==> config.mk <==
export PLATFORM = sky130hd
export DESIGN_NAME = g751_rx_irq
export DESIGN_NICKNAME = d
export VERILOG_FILES = /design/src/rtl/g751_rx_irq_pkg.sv /design/src/rtl/g751_rx_irq.sv
export SDC_FILE = /design/constraint.sdc
export NUM_CORES = 1
export LEC_CHECK = 0
export ABC_AREA = 1
export BUFFER_PORTS_ARGS = -buffer_cell sky130_fd_sc_hd__buf_2
export CORE_MARGIN = 2
export CORE_UTILIZATION = 60
export DETAILED_ROUTE_END_ITERATION = 12
export PLACE_DENSITY = 0.94
export RECOVER_POWER = 50
export SKIP_CTS_REPAIR_TIMING = 1
export SLEW_MARGIN = 20
export SYNTH_ARGS = -nofsm -noshare
export SYNTH_HDL_FRONTEND = slang
export SYNTH_SLANG_ARGS = --single-unit
==> constraint.sdc <==
create_clock -name clk_in -period 2.8 [get_ports clk_in]
set_input_delay 0.28 -clock clk_in [delete_from_list [all_inputs] [get_ports clk_in]]
set_output_delay 0.28 -clock clk_in [all_outputs]
set_load 0.01 [all_outputs]
==> src/rtl/g751_rx_irq_pkg.sv <==
package g751_rx_irq_pkg;

	// ==========================================
	// Register map
	localparam int ADDR_W = 12;
	localparam int DATA_W = 16;
	localparam logic [11:0] ADDR_LIVE_1 = 12'h124;
	localparam logic [11:0] ADDR_LIVE_2 = 12'h126;
	localparam logic [11:0] ADDR_LATCHED_1 = 12'h128;
	localparam logic [11:0] ADDR_LATCHED_2 = 12'h12a;
	localparam logic [11:0] ADDR_IRQ_EN_1 = 12'h12c;
	localparam logic [11:0] ADDR_IRQ_EN_2 = 12'h12e;
	localparam logic [11:0] ADDR_FE_COUNT = 12'h134;

	// ==========================================
	// Field positions
	localparam int BIT_UNFRAMED_ONES = 8;
	localparam int BIT_A_BIT = 7;
	localparam int BIT_N_BIT = 6;
	localparam int BIT_ALIGN_CHANGE = 5;
	localparam int BIT_FRAME_LOST = 4;
	localparam int BIT_REMOTE_ALARM = 3;
	localparam int BIT_ALL_ONES = 2;
	localparam int BIT_MISALIGNED = 1;
	localparam int BIT_SIGNAL_ABSENT = 0;
	localparam int BIT_FRAMING_ERROR = 8;
	localparam int BIT_ERROR_NONZERO = 0;

	// ==========================================
	// Implemented bits and reset values
	localparam logic [15:0] ALARM_MASK = 16'h01ff;
	localparam logic [15:0] LIVE_1_MASK = 16'h01df;
	localparam logic [15:0] FE_MASK = 16'h0101;
	localparam logic [15:0] REG_RESET = 16'h0000;
	localparam logic [15:0] COUNT_ONE = 16'h0001;
	localparam logic [15:0] COUNT_MAX = 16'hffff;

	// ==========================================
	// Live receive status from the framer
	typedef struct packed {
		logic unframed_ones;
		logic a_bit;
		logic n_bit;
		logic frame_lost;
		logic remote_alarm;
		logic all_ones_alarm;
		logic frame_misaligned;
		logic signal_absent;
	} rx_status_t;

	// Register read/write request
	typedef struct packed {
		logic wr;
		logic rd;
		logic [11:0] addr;
		logic [15:0] wdata;
	} reg_req_t;

endpackage

==> src/rtl/g751_rx_irq.sv <==
// Contract
// (RULE1) Unframed-ones flag, enable and port raise interrupt
// (RULE2) A-bit flag, enable and port raise interrupt
// (RULE3) N-bit flag, enable and port raise interrupt
// (RULE4) Alignment flag, enable and port raise interrupt
// (RULE5) Frame-lost flag, enable, port raise interrupt
// (RULE6) Remote-alarm flag, enable, port raise interrupt
// (RULE7) All-ones flag, enable and port raise interrupt
// (RULE8) Misaligned flag, enable and port raise interrupt
// (RULE9) Signal-absent flag, enable, port raise interrupt
// (RULE10) Framing-error flag, enable, port raise interrupt
// (RULE11) Count-nonzero flag, enable, port raise interrupt
// (RULE12) Hold sixteen-bit framing error count
// (RULE13) Count register loads only on monitor update
// (RULE14) Live status change sets its latched flag
// (RULE15) Nonzero status rising sets count flag
// (RULE16) Detected framing error sets its flag
// (RULE17) New differing alignment sets alignment flag
// (RULE18) Enabled sources ORed, gated by port enable
// (RULE19) Enables and count reset to zero
`timescale 1ns/1ps
`default_nettype none

module g751_rx_irq (
	// Clock and reset
	input wire logic clk_in,
	input wire logic resetn_in,
	// Register port
	input wire g751_rx_irq_pkg::reg_req_t req_in,
	output logic [15:0] rdata_out,
	output logic rvalid_out,
	// Framer events
	input wire g751_rx_irq_pkg::rx_status_t status_in,
	input wire logic align_change_in,
	input wire logic framing_error_in,
	input wire logic perf_monitor_update_in,
	// Global enable and interrupt
	input wire logic port_status_irq_en_in,
	output logic irq_out
);

	// ==========================================
	// Decode
	function automatic logic hit(input g751_rx_irq_pkg::reg_req_t r, input logic [11:0] a);
		hit = (r.addr == a);
	endfunction

	function automatic logic [15:0] live_vec(input g751_rx_irq_pkg::rx_status_t s);
		logic [15:0] v;
		v = g751_rx_irq_pkg::REG_RESET;
		v[g751_rx_irq_pkg::BIT_UNFRAMED_ONES] = s.unframed_ones;
		v[g751_rx_irq_pkg::BIT_A_BIT] = s.a_bit;
		v[g751_rx_irq_pkg::BIT_N_BIT] = s.n_bit;
		v[g751_rx_irq_pkg::BIT_FRAME_LOST] = s.frame_lost;
		v[g751_rx_irq_pkg::BIT_REMOTE_ALARM] = s.remote_alarm;
		v[g751_rx_irq_pkg::BIT_ALL_ONES] = s.all_ones_alarm;
		v[g751_rx_irq_pkg::BIT_MISALIGNED] = s.frame_misaligned;
		v[g751_rx_irq_pkg::BIT_SIGNAL_ABSENT] = s.signal_absent;
		live_vec = v;
	endfunction

	// ==========================================
	// State
	logic [15:0] alarm_irq_en_q, alarm_irq_en_d;
	logic [15:0] fe_irq_en_q, fe_irq_en_d;
	logic [15:0] alarm_latched_q, alarm_latched_d;
	logic [15:0] fe_latched_q, fe_latched_d;
	logic [15:0] prev_live_q, prev_live_d;
	logic primed_q, primed_d;
	logic [15:0] fe_accum_q, fe_accum_d;
	logic [15:0] fe_count_q, fe_count_d;
	logic nonzero_prev_q, nonzero_prev_d;
	logic irq_q, irq_d;
	logic [15:0] rdata_q, rdata_d;
	logic rvalid_q, rvalid_d;
	logic [15:0] live_now;
	logic [15:0] alarm_set;
	logic [15:0] fe_set;
	logic error_nonzero_status;

	// ==========================================
	// Next state
	always_comb begin
		live_now = live_vec(status_in);
		error_nonzero_status = (fe_count_q != g751_rx_irq_pkg::REG_RESET);

		// (RULE14) Change in either direction
		alarm_set = primed_q ? (live_now ^ prev_live_q) : g751_rx_irq_pkg::REG_RESET;
		// (RULE17) New alignment event
		alarm_set[g751_rx_irq_pkg::BIT_ALIGN_CHANGE] = align_change_in;
		fe_set = g751_rx_irq_pkg::REG_RESET;
		// (RULE16) Framing error flag
		fe_set[g751_rx_irq_pkg::BIT_FRAMING_ERROR] = framing_error_in;
		// (RULE15) Nonzero rising edge
		fe_set[g751_rx_irq_pkg::BIT_ERROR_NONZERO] = error_nonzero_status & ~nonzero_prev_q;

		prev_live_d = live_now;
		primed_d = 1'b1;
		nonzero_prev_d = error_nonzero_status;
		alarm_irq_en_d = alarm_irq_en_q;
		fe_irq_en_d = fe_irq_en_q;
		alarm_latched_d = alarm_latched_q;
		fe_latched_d = fe_latched_q;

		if (req_in.wr && hit(req_in, g751_rx_irq_pkg::ADDR_IRQ_EN_1)) begin
			alarm_irq_en_d = req_in.wdata & g751_rx_irq_pkg::ALARM_MASK;
		end
		if (req_in.wr && hit(req_in, g751_rx_irq_pkg::ADDR_IRQ_EN_2)) begin
			fe_irq_en_d = req_in.wdata & g751_rx_irq_pkg::FE_MASK;
		end
		// Write one to clear; a set in the same cycle wins
		if (req_in.wr && hit(req_in, g751_rx_irq_pkg::ADDR_LATCHED_1)) begin
			alarm_latched_d = alarm_latched_q & ~req_in.wdata;
		end
		if (req_in.wr && hit(req_in, g751_rx_irq_pkg::ADDR_LATCHED_2)) begin
			fe_latched_d = fe_latched_q & ~req_in.wdata;
		end
		alarm_latched_d = (alarm_latched_d | alarm_set) & g751_rx_irq_pkg::ALARM_MASK;
		fe_latched_d = (fe_latched_d | fe_set) & g751_rx_irq_pkg::FE_MASK;

		// (RULE12) Saturating event accumulator
		fe_accum_d = fe_accum_q;
		fe_count_d = fe_count_q;
		if (perf_monitor_update_in) begin
			// (RULE13) Snapshot on monitor update
			fe_count_d = fe_accum_q;
			fe_accum_d = framing_error_in ? g751_rx_irq_pkg::COUNT_ONE : g751_rx_irq_pkg::REG_RESET;
		end else if (framing_error_in && fe_accum_q != g751_rx_irq_pkg::COUNT_MAX) begin
			fe_accum_d = fe_accum_q + g751_rx_irq_pkg::COUNT_ONE;
		end

		// (RULE1) (RULE2) (RULE3) (RULE4) (RULE5) Alarm sources
		// (RULE6) (RULE7) (RULE8) (RULE9) Alarm sources
		// (RULE10) (RULE11) Framing error sources
		// (RULE18) OR and port gate
		irq_d = port_status_irq_en_in &
			((|(alarm_latched_q & alarm_irq_en_q)) | (|(fe_latched_q & fe_irq_en_q)));

		rvalid_d = req_in.rd;
		rdata_d = rdata_q;
		if (req_in.rd) begin
			case (req_in.addr)
				g751_rx_irq_pkg::ADDR_LIVE_1: rdata_d = live_now & g751_rx_irq_pkg::LIVE_1_MASK;
				g751_rx_irq_pkg::ADDR_LIVE_2: begin
					rdata_d = g751_rx_irq_pkg::REG_RESET;
					rdata_d[g751_rx_irq_pkg::BIT_ERROR_NONZERO] = error_nonzero_status;
				end
				g751_rx_irq_pkg::ADDR_LATCHED_1: rdata_d = alarm_latched_q;
				g751_rx_irq_pkg::ADDR_LATCHED_2: rdata_d = fe_latched_q;
				g751_rx_irq_pkg::ADDR_IRQ_EN_1: rdata_d = alarm_irq_en_q;
				g751_rx_irq_pkg::ADDR_IRQ_EN_2: rdata_d = fe_irq_en_q;
				g751_rx_irq_pkg::ADDR_FE_COUNT: rdata_d = fe_count_q;
				default: rdata_d = g751_rx_irq_pkg::REG_RESET;
			endcase
		end
	end

	// ==========================================
	// Registers
	always_ff @(posedge clk_in) begin
		if (!resetn_in) begin
			// (RULE19) Everything disabled
			alarm_irq_en_q <= g751_rx_irq_pkg::REG_RESET;
			fe_irq_en_q <= g751_rx_irq_pkg::REG_RESET;
			alarm_latched_q <= g751_rx_irq_pkg::REG_RESET;
			fe_latched_q <= g751_rx_irq_pkg::REG_RESET;
			prev_live_q <= g751_rx_irq_pkg::REG_RESET;
			primed_q <= 1'b0;
			fe_accum_q <= g751_rx_irq_pkg::REG_RESET;
			fe_count_q <= g751_rx_irq_pkg::REG_RESET;
			nonzero_prev_q <= 1'b0;
			irq_q <= 1'b0;
			rdata_q <= g751_rx_irq_pkg::REG_RESET;
			rvalid_q <= 1'b0;
		end else begin
			alarm_irq_en_q <= alarm_irq_en_d;
			fe_irq_en_q <= fe_irq_en_d;
			alarm_latched_q <= alarm_latched_d;
			fe_latched_q <= fe_latched_d;
			prev_live_q <= prev_live_d;
			primed_q <= primed_d;
			fe_accum_q <= fe_accum_d;
			fe_count_q <= fe_count_d;
			nonzero_prev_q <= nonzero_prev_d;
			irq_q <= irq_d;
			rdata_q <= rdata_d;
			rvalid_q <= rvalid_d;
		end
	end

	assign irq_out = irq_q;
	assign rdata_out = rdata_q;
	assign rvalid_out = rvalid_q;

	// ==========================================
	// Assertions
	AST_UNFRAMED_ONES: assert property (@(posedge clk_in) disable iff (!resetn_in) // (RULE1)
		alarm_latched_q[8] && alarm_irq_en_q[8] && port_status_irq_en_in |=> irq_out)
		else $error("unframed ones interrupt missing");
	AST_A_BIT: assert property (@(posedge clk_in) disable iff (!resetn_in) // (RULE2)
		alarm_latched_q[7] && alarm_irq_en_q[7] && port_status_irq_en_in |=> irq_out)
		else $error("a bit interrupt missing");
	AST_N_BIT: assert property (@(posedge clk_in) disable iff (!resetn_in) // (RULE3)
		alarm_latched_q[6] && alarm_irq_en_q[6] && port_status_irq_en_in |=> irq_out)
		else $error("n bit interrupt missing");
	AST_ALIGN: assert property (@(posedge clk_in) disable iff (!resetn_in) // (RULE4)
		alarm_latched_q[5] && alarm_irq_en_q[5] && port_status_irq_en_in |=> irq_out)
		else $error("alignment interrupt missing");
	AST_FRAME_LOST: assert property (@(posedge clk_in) disable iff (!resetn_in) // (RULE5)
		alarm_latched_q[4] && alarm_irq_en_q[4] && port_status_irq_en_in |=> irq_out)
		else $error("frame lost interrupt missing");
	AST_REMOTE: assert property (@(posedge clk_in) disable iff (!resetn_in) // (RULE6)
		alarm_latched_q[3] && alarm_irq_en_q[3] && port_status_irq_en_in |=> irq_out)
		else $error("remote alarm interrupt missing");
	AST_ALL_ONES: assert property (@(posedge clk_in) disable iff (!resetn_in) // (RULE7)
		alarm_latched_q[2] && alarm_irq_en_q[2] && port_status_irq_en_in |=> irq_out)
		else $error("all ones interrupt missing");
	AST_MISALIGN: assert property (@(posedge clk_in) disable iff (!resetn_in) // (RULE8)
		alarm_latched_q[1] && alarm_irq_en_q[1] && port_status_irq_en_in |=> irq_out)
		else $error("misaligned interrupt missing");
	AST_SIG_ABSENT: assert property (@(posedge clk_in) disable iff (!resetn_in) // (RULE9)
		alarm_latched_q[0] && alarm_irq_en_q[0] && port_status_irq_en_in |=> irq_out)
		else $error("signal absent interrupt missing");
	AST_FE_FLAG: assert property (@(posedge clk_in) disable iff (!resetn_in) // (RULE10)
		fe_latched_q[8] && fe_irq_en_q[8] && port_status_irq_en_in |=> irq_out)
		else $error("framing error interrupt missing");
	AST_NONZERO: assert property (@(posedge clk_in) disable iff (!resetn_in) // (RULE11)
		fe_latched_q[0] && fe_irq_en_q[0] && port_status_irq_en_in |=> irq_out)
		else $error("count nonzero interrupt missing");
	AST_COUNT_HOLD: assert property (@(posedge clk_in) disable iff (!resetn_in) // (RULE13)
		!perf_monitor_update_in |=> $stable(fe_count_q))
		else $error("count changed without update");
	AST_COUNT_LOAD: assert property (@(posedge clk_in) disable iff (!resetn_in) // (RULE12)
		perf_monitor_update_in |=> fe_count_q == $past(fe_accum_q))
		else $error("count not loaded from accumulator");
	AST_CHANGE_SET: assert property (@(posedge clk_in) disable iff (!resetn_in) // (RULE14)
		primed_q && (status_in.frame_lost != prev_live_q[4]) |=> alarm_latched_q[4])
		else $error("frame lost change not latched");
	AST_NONZERO_SET: assert property (@(posedge clk_in) disable iff (!resetn_in) // (RULE15)
		$rose(error_nonzero_status) |=> fe_latched_q[0])
		else $error("nonzero rise not latched");
	AST_FE_SET: assert property (@(posedge clk_in) disable iff (!resetn_in) // (RULE16)
		framing_error_in |=> fe_latched_q[8])
		else $error("framing error not latched");
	AST_ALIGN_SET: assert property (@(posedge clk_in) disable iff (!resetn_in) // (RULE17)
		align_change_in |=> alarm_latched_q[5])
		else $error("alignment change not latched");
	AST_GATE: assert property (@(posedge clk_in) disable iff (!resetn_in) // (RULE18)
		!port_status_irq_en_in |=> !irq_out)
		else $error("interrupt without port enable");
	AST_RESET: assert property (@(posedge clk_in) // (RULE19)
		!resetn_in |=> alarm_irq_en_q == 16'h0000 && fe_irq_en_q == 16'h0000 && fe_count_q == 16'h0000)
		else $error("enables or count not cleared by reset");

	COV_IRQ: cover property (@(posedge clk_in) disable iff (!resetn_in) $rose(irq_out));
	COV_CLEAR: cover property (@(posedge clk_in) disable iff (!resetn_in) $fell(irq_out));
	COV_LOAD: cover property (@(posedge clk_in) disable iff (!resetn_in)
		perf_monitor_update_in && framing_error_in);
	COV_SET_CLEAR: cover property (@(posedge clk_in) disable iff (!resetn_in)
		framing_error_in && req_in.wr && req_in.addr == g751_rx_irq_pkg::ADDR_LATCHED_2);

endmodule

`default_nettype wire

==> results.yml <==
status:
  status: "finished, violations left"
  violations: "max-capacitance violations, max-slew violations"
sta:
  fmax_ghz: 0.532
  finalHoldViolCount: 0
  slew_viol_final: 46
  tightest_slew_ps: 1700
  slew_headroom_pct: -13.6
  rsz0062_at_grt: "false"
  setup_ws_ps: 920
  tns_ps: 0
  setup_viol: 0
  fin_worst_skew_ps: 14.4
  period_minus_slack_ps: 1880
  period_share_pct: 67.1
  whs_ps: 137
setup_path:
  worstSetupPathType: "primary input to flop"
  crit_start: "resetn_in"
  r2r_end: "fe_accum_q[8]"
  cp_max_fo: 45
  cp.required_ps: 3080
  r2r_cells: 10
  crit_end: "fe_count_q[2]"
  arrival_ps: 2160
  worstSetupEndpointType: "flop"
  r2r-start: "fe_accum_q[0]"
  start_kind: "primary input"
  rrSetupSlack_ps: 1030
drt:
  vias: 3899
  dr.pass1.iters: 5
  drc: 0
  drtIter0Drc: 268
  wirelength_um: 9730
  wl_per_cell_um: 14.0
  antenna_left: 0
  viasPerCell: 5.63
hold_path:
  hp-class: "primary input to flop"
clocking:
  cts_tree: "yes"
  cts_made_buffers: 9
  cts-root-buf: "clkbuf_8"
  cts_buffer_depth: 2
  clk_pin_slew_ps: 90
  clkLatencyLatePin_ps: 360
  cts.sinks: 82
  htreeDepth: 3
finish:
  drive_above_1_share_pct: 12.7
  syn2layout_area_growth_pct: 12.5
  layout_common_cells: "nand2_1, dfxtp_1, inv_1"
  nNetsFinal: 656
  insertedDiodeCount: 0
  instances_no_fill: 693
  mostFrequentLayoutCell: "nand2_1"
logic_synthesis:
  avgSynthCellArea_um2: 6.87
  yosys_warnings: 0
  synth_nets: 607
  syn_inst: 562
  ys_seq_area_share_pct: 42.5
  netlist-cell-type-count: 33
  netlist_area_um2: 3860
  postSynthRegisterBits: 82
floorplan:
  io_pins: 62
  die_height_um: 84.2
  core-area_um2: 6280
  die_x_um: 84.2
  die_area_um2: 7100
  num_rows: 29
  initial_core_util_pct: 61.5
job:
  maxCapViolCount: 1
power:
  p_per_area_nw_per_um2: 537
  leakage_nw: 1.90
  vdd_drop_max_mv: 0.480
grt:
  grt_max_degree: 46
  grt_pass1_wl_um: 16200
  antenna_found_initial: 0
  overflow: 0
  grtUsageTotal_pct: 28.1
  grt_pass1_vias: 3719
place:
  gp_congestion: 0.963
  io_buffers: 54
  placedCellCount: 677
  dp_slack_ps: 911
  hpwl_um: 6750
## cell type report
cell class	count	area (um^2)
clock inverters	6	72.6
multi-input cells	388	1860
well taps	77	96.3
repair buffers	57	267
inverters	73	274
flip-flops and latches	82	1640
clock buffers	10	138
fillers	499	1930
## synth_stat cells, drive strengths merged
cell    number  share of area, %
o211ai       1              0.19
nand3       37               5.6
dfxtp       82                43
nor3         7               1.5
a21oi       57               7.6
nand4       10               1.6
inv         72               7.0
o311a        1              0.26
nand2      130                13
ha           1              0.32
a22oi        1              0.19
nand3b       2              0.39
nor2        67               7.0
buf          8               1.2
clkbuf      11               1.1
o21ai       63               8.2
xor2         9               2.0
and2         1              0.16
or2          1              0.16
clkinv       1             0.097
## sequential cells by signal, indices dropped and copies added, names as in the netlist
| signal | count |
|---|---|
| fe_accum_q | 16 |
| prev_live_q | 8 |
| alarm_latched_q | 9 |
| fe_latched_q | 2 |
| fe_count_q | 16 |
| fe_irq_en_q | 2 |
| rvalid_out | 1 |
| nonzero_prev_q | 1 |
| primed_q | 1 |
| irq_out | 1 |
| rdata_out | 16 |
| alarm_irq_en_q | 9 |
## per-stage QoR
step,utilization (%),instance area [um^2],power [mW]
6_report,69.2,4350,2.33
5_1_grt,69.2,4350,2.41
4_1_cts,69.7,4370,2.33
3_5_place_dp,66.3,4160,1.45
3_3_place_gp,66.3,4160,1.44
2_1_floorplan,-,3860,1.37
## where the power goes
| group | leakage, nW | internal [mW] | total [mW] | switching (mW) |
|---|---|---|---|---|
| clock network | 0.109 | 0.449 | 0.905 | 0.456 |
| registers | 0.671 | 1.21 | 1.24 | 0.0308 |
| logic | 1.12 | 0.0677 | 0.192 | 0.124 |
## worst max-delay path, cell delays in order
cell and delay (ps):
buf_2 80, clkbuf_1 1220, o21ai_0 350, a21oi_1 210
## cells by family (layout without fill, tap and decap cells)
| kind of cell | after synthesis | count (layout) | share of synthesized area (%) |
|---|---|---|---|
| compound gates | 123 | 123 | 16.4 |
| xor+xnor | 9 | 9 | 2.04 |
| fa+ha+maj | 1 | 1 | 0.324 |
| buf+inv | 92 | 146 | 9.39 |
| flops | 82 | 82 | 42.5 |
| simple gates | 255 | 255 | 29.3 |
## worst min path at each step
stage                              to         startpoint  depth (start not counted)
detailed placement       rdata_out[3]       rdata_out[3]                          2
global placement    alarm_irq_en_q[1]  alarm_irq_en_q[1]                          2
floorplan                    primed_q          resetn_in                          0
finish                 prev_live_q[7]       status_in[6]                          3
global route           prev_live_q[4]       status_in[4]                          3
CTS                    prev_live_q[3]       status_in[3]                          3
## per-layer routing
layer  global-route usage [%]  vias up  part of all wire (%)
met2                     48.1      169                    49
met4                     13.9        0                   2.4
met5                        0        -                     0
li1                         -     1911                     -
met1                     34.5     1796                    41
met3                     4.42       23                   6.9
Note: power is estimated with default switching activity, not from simulation.
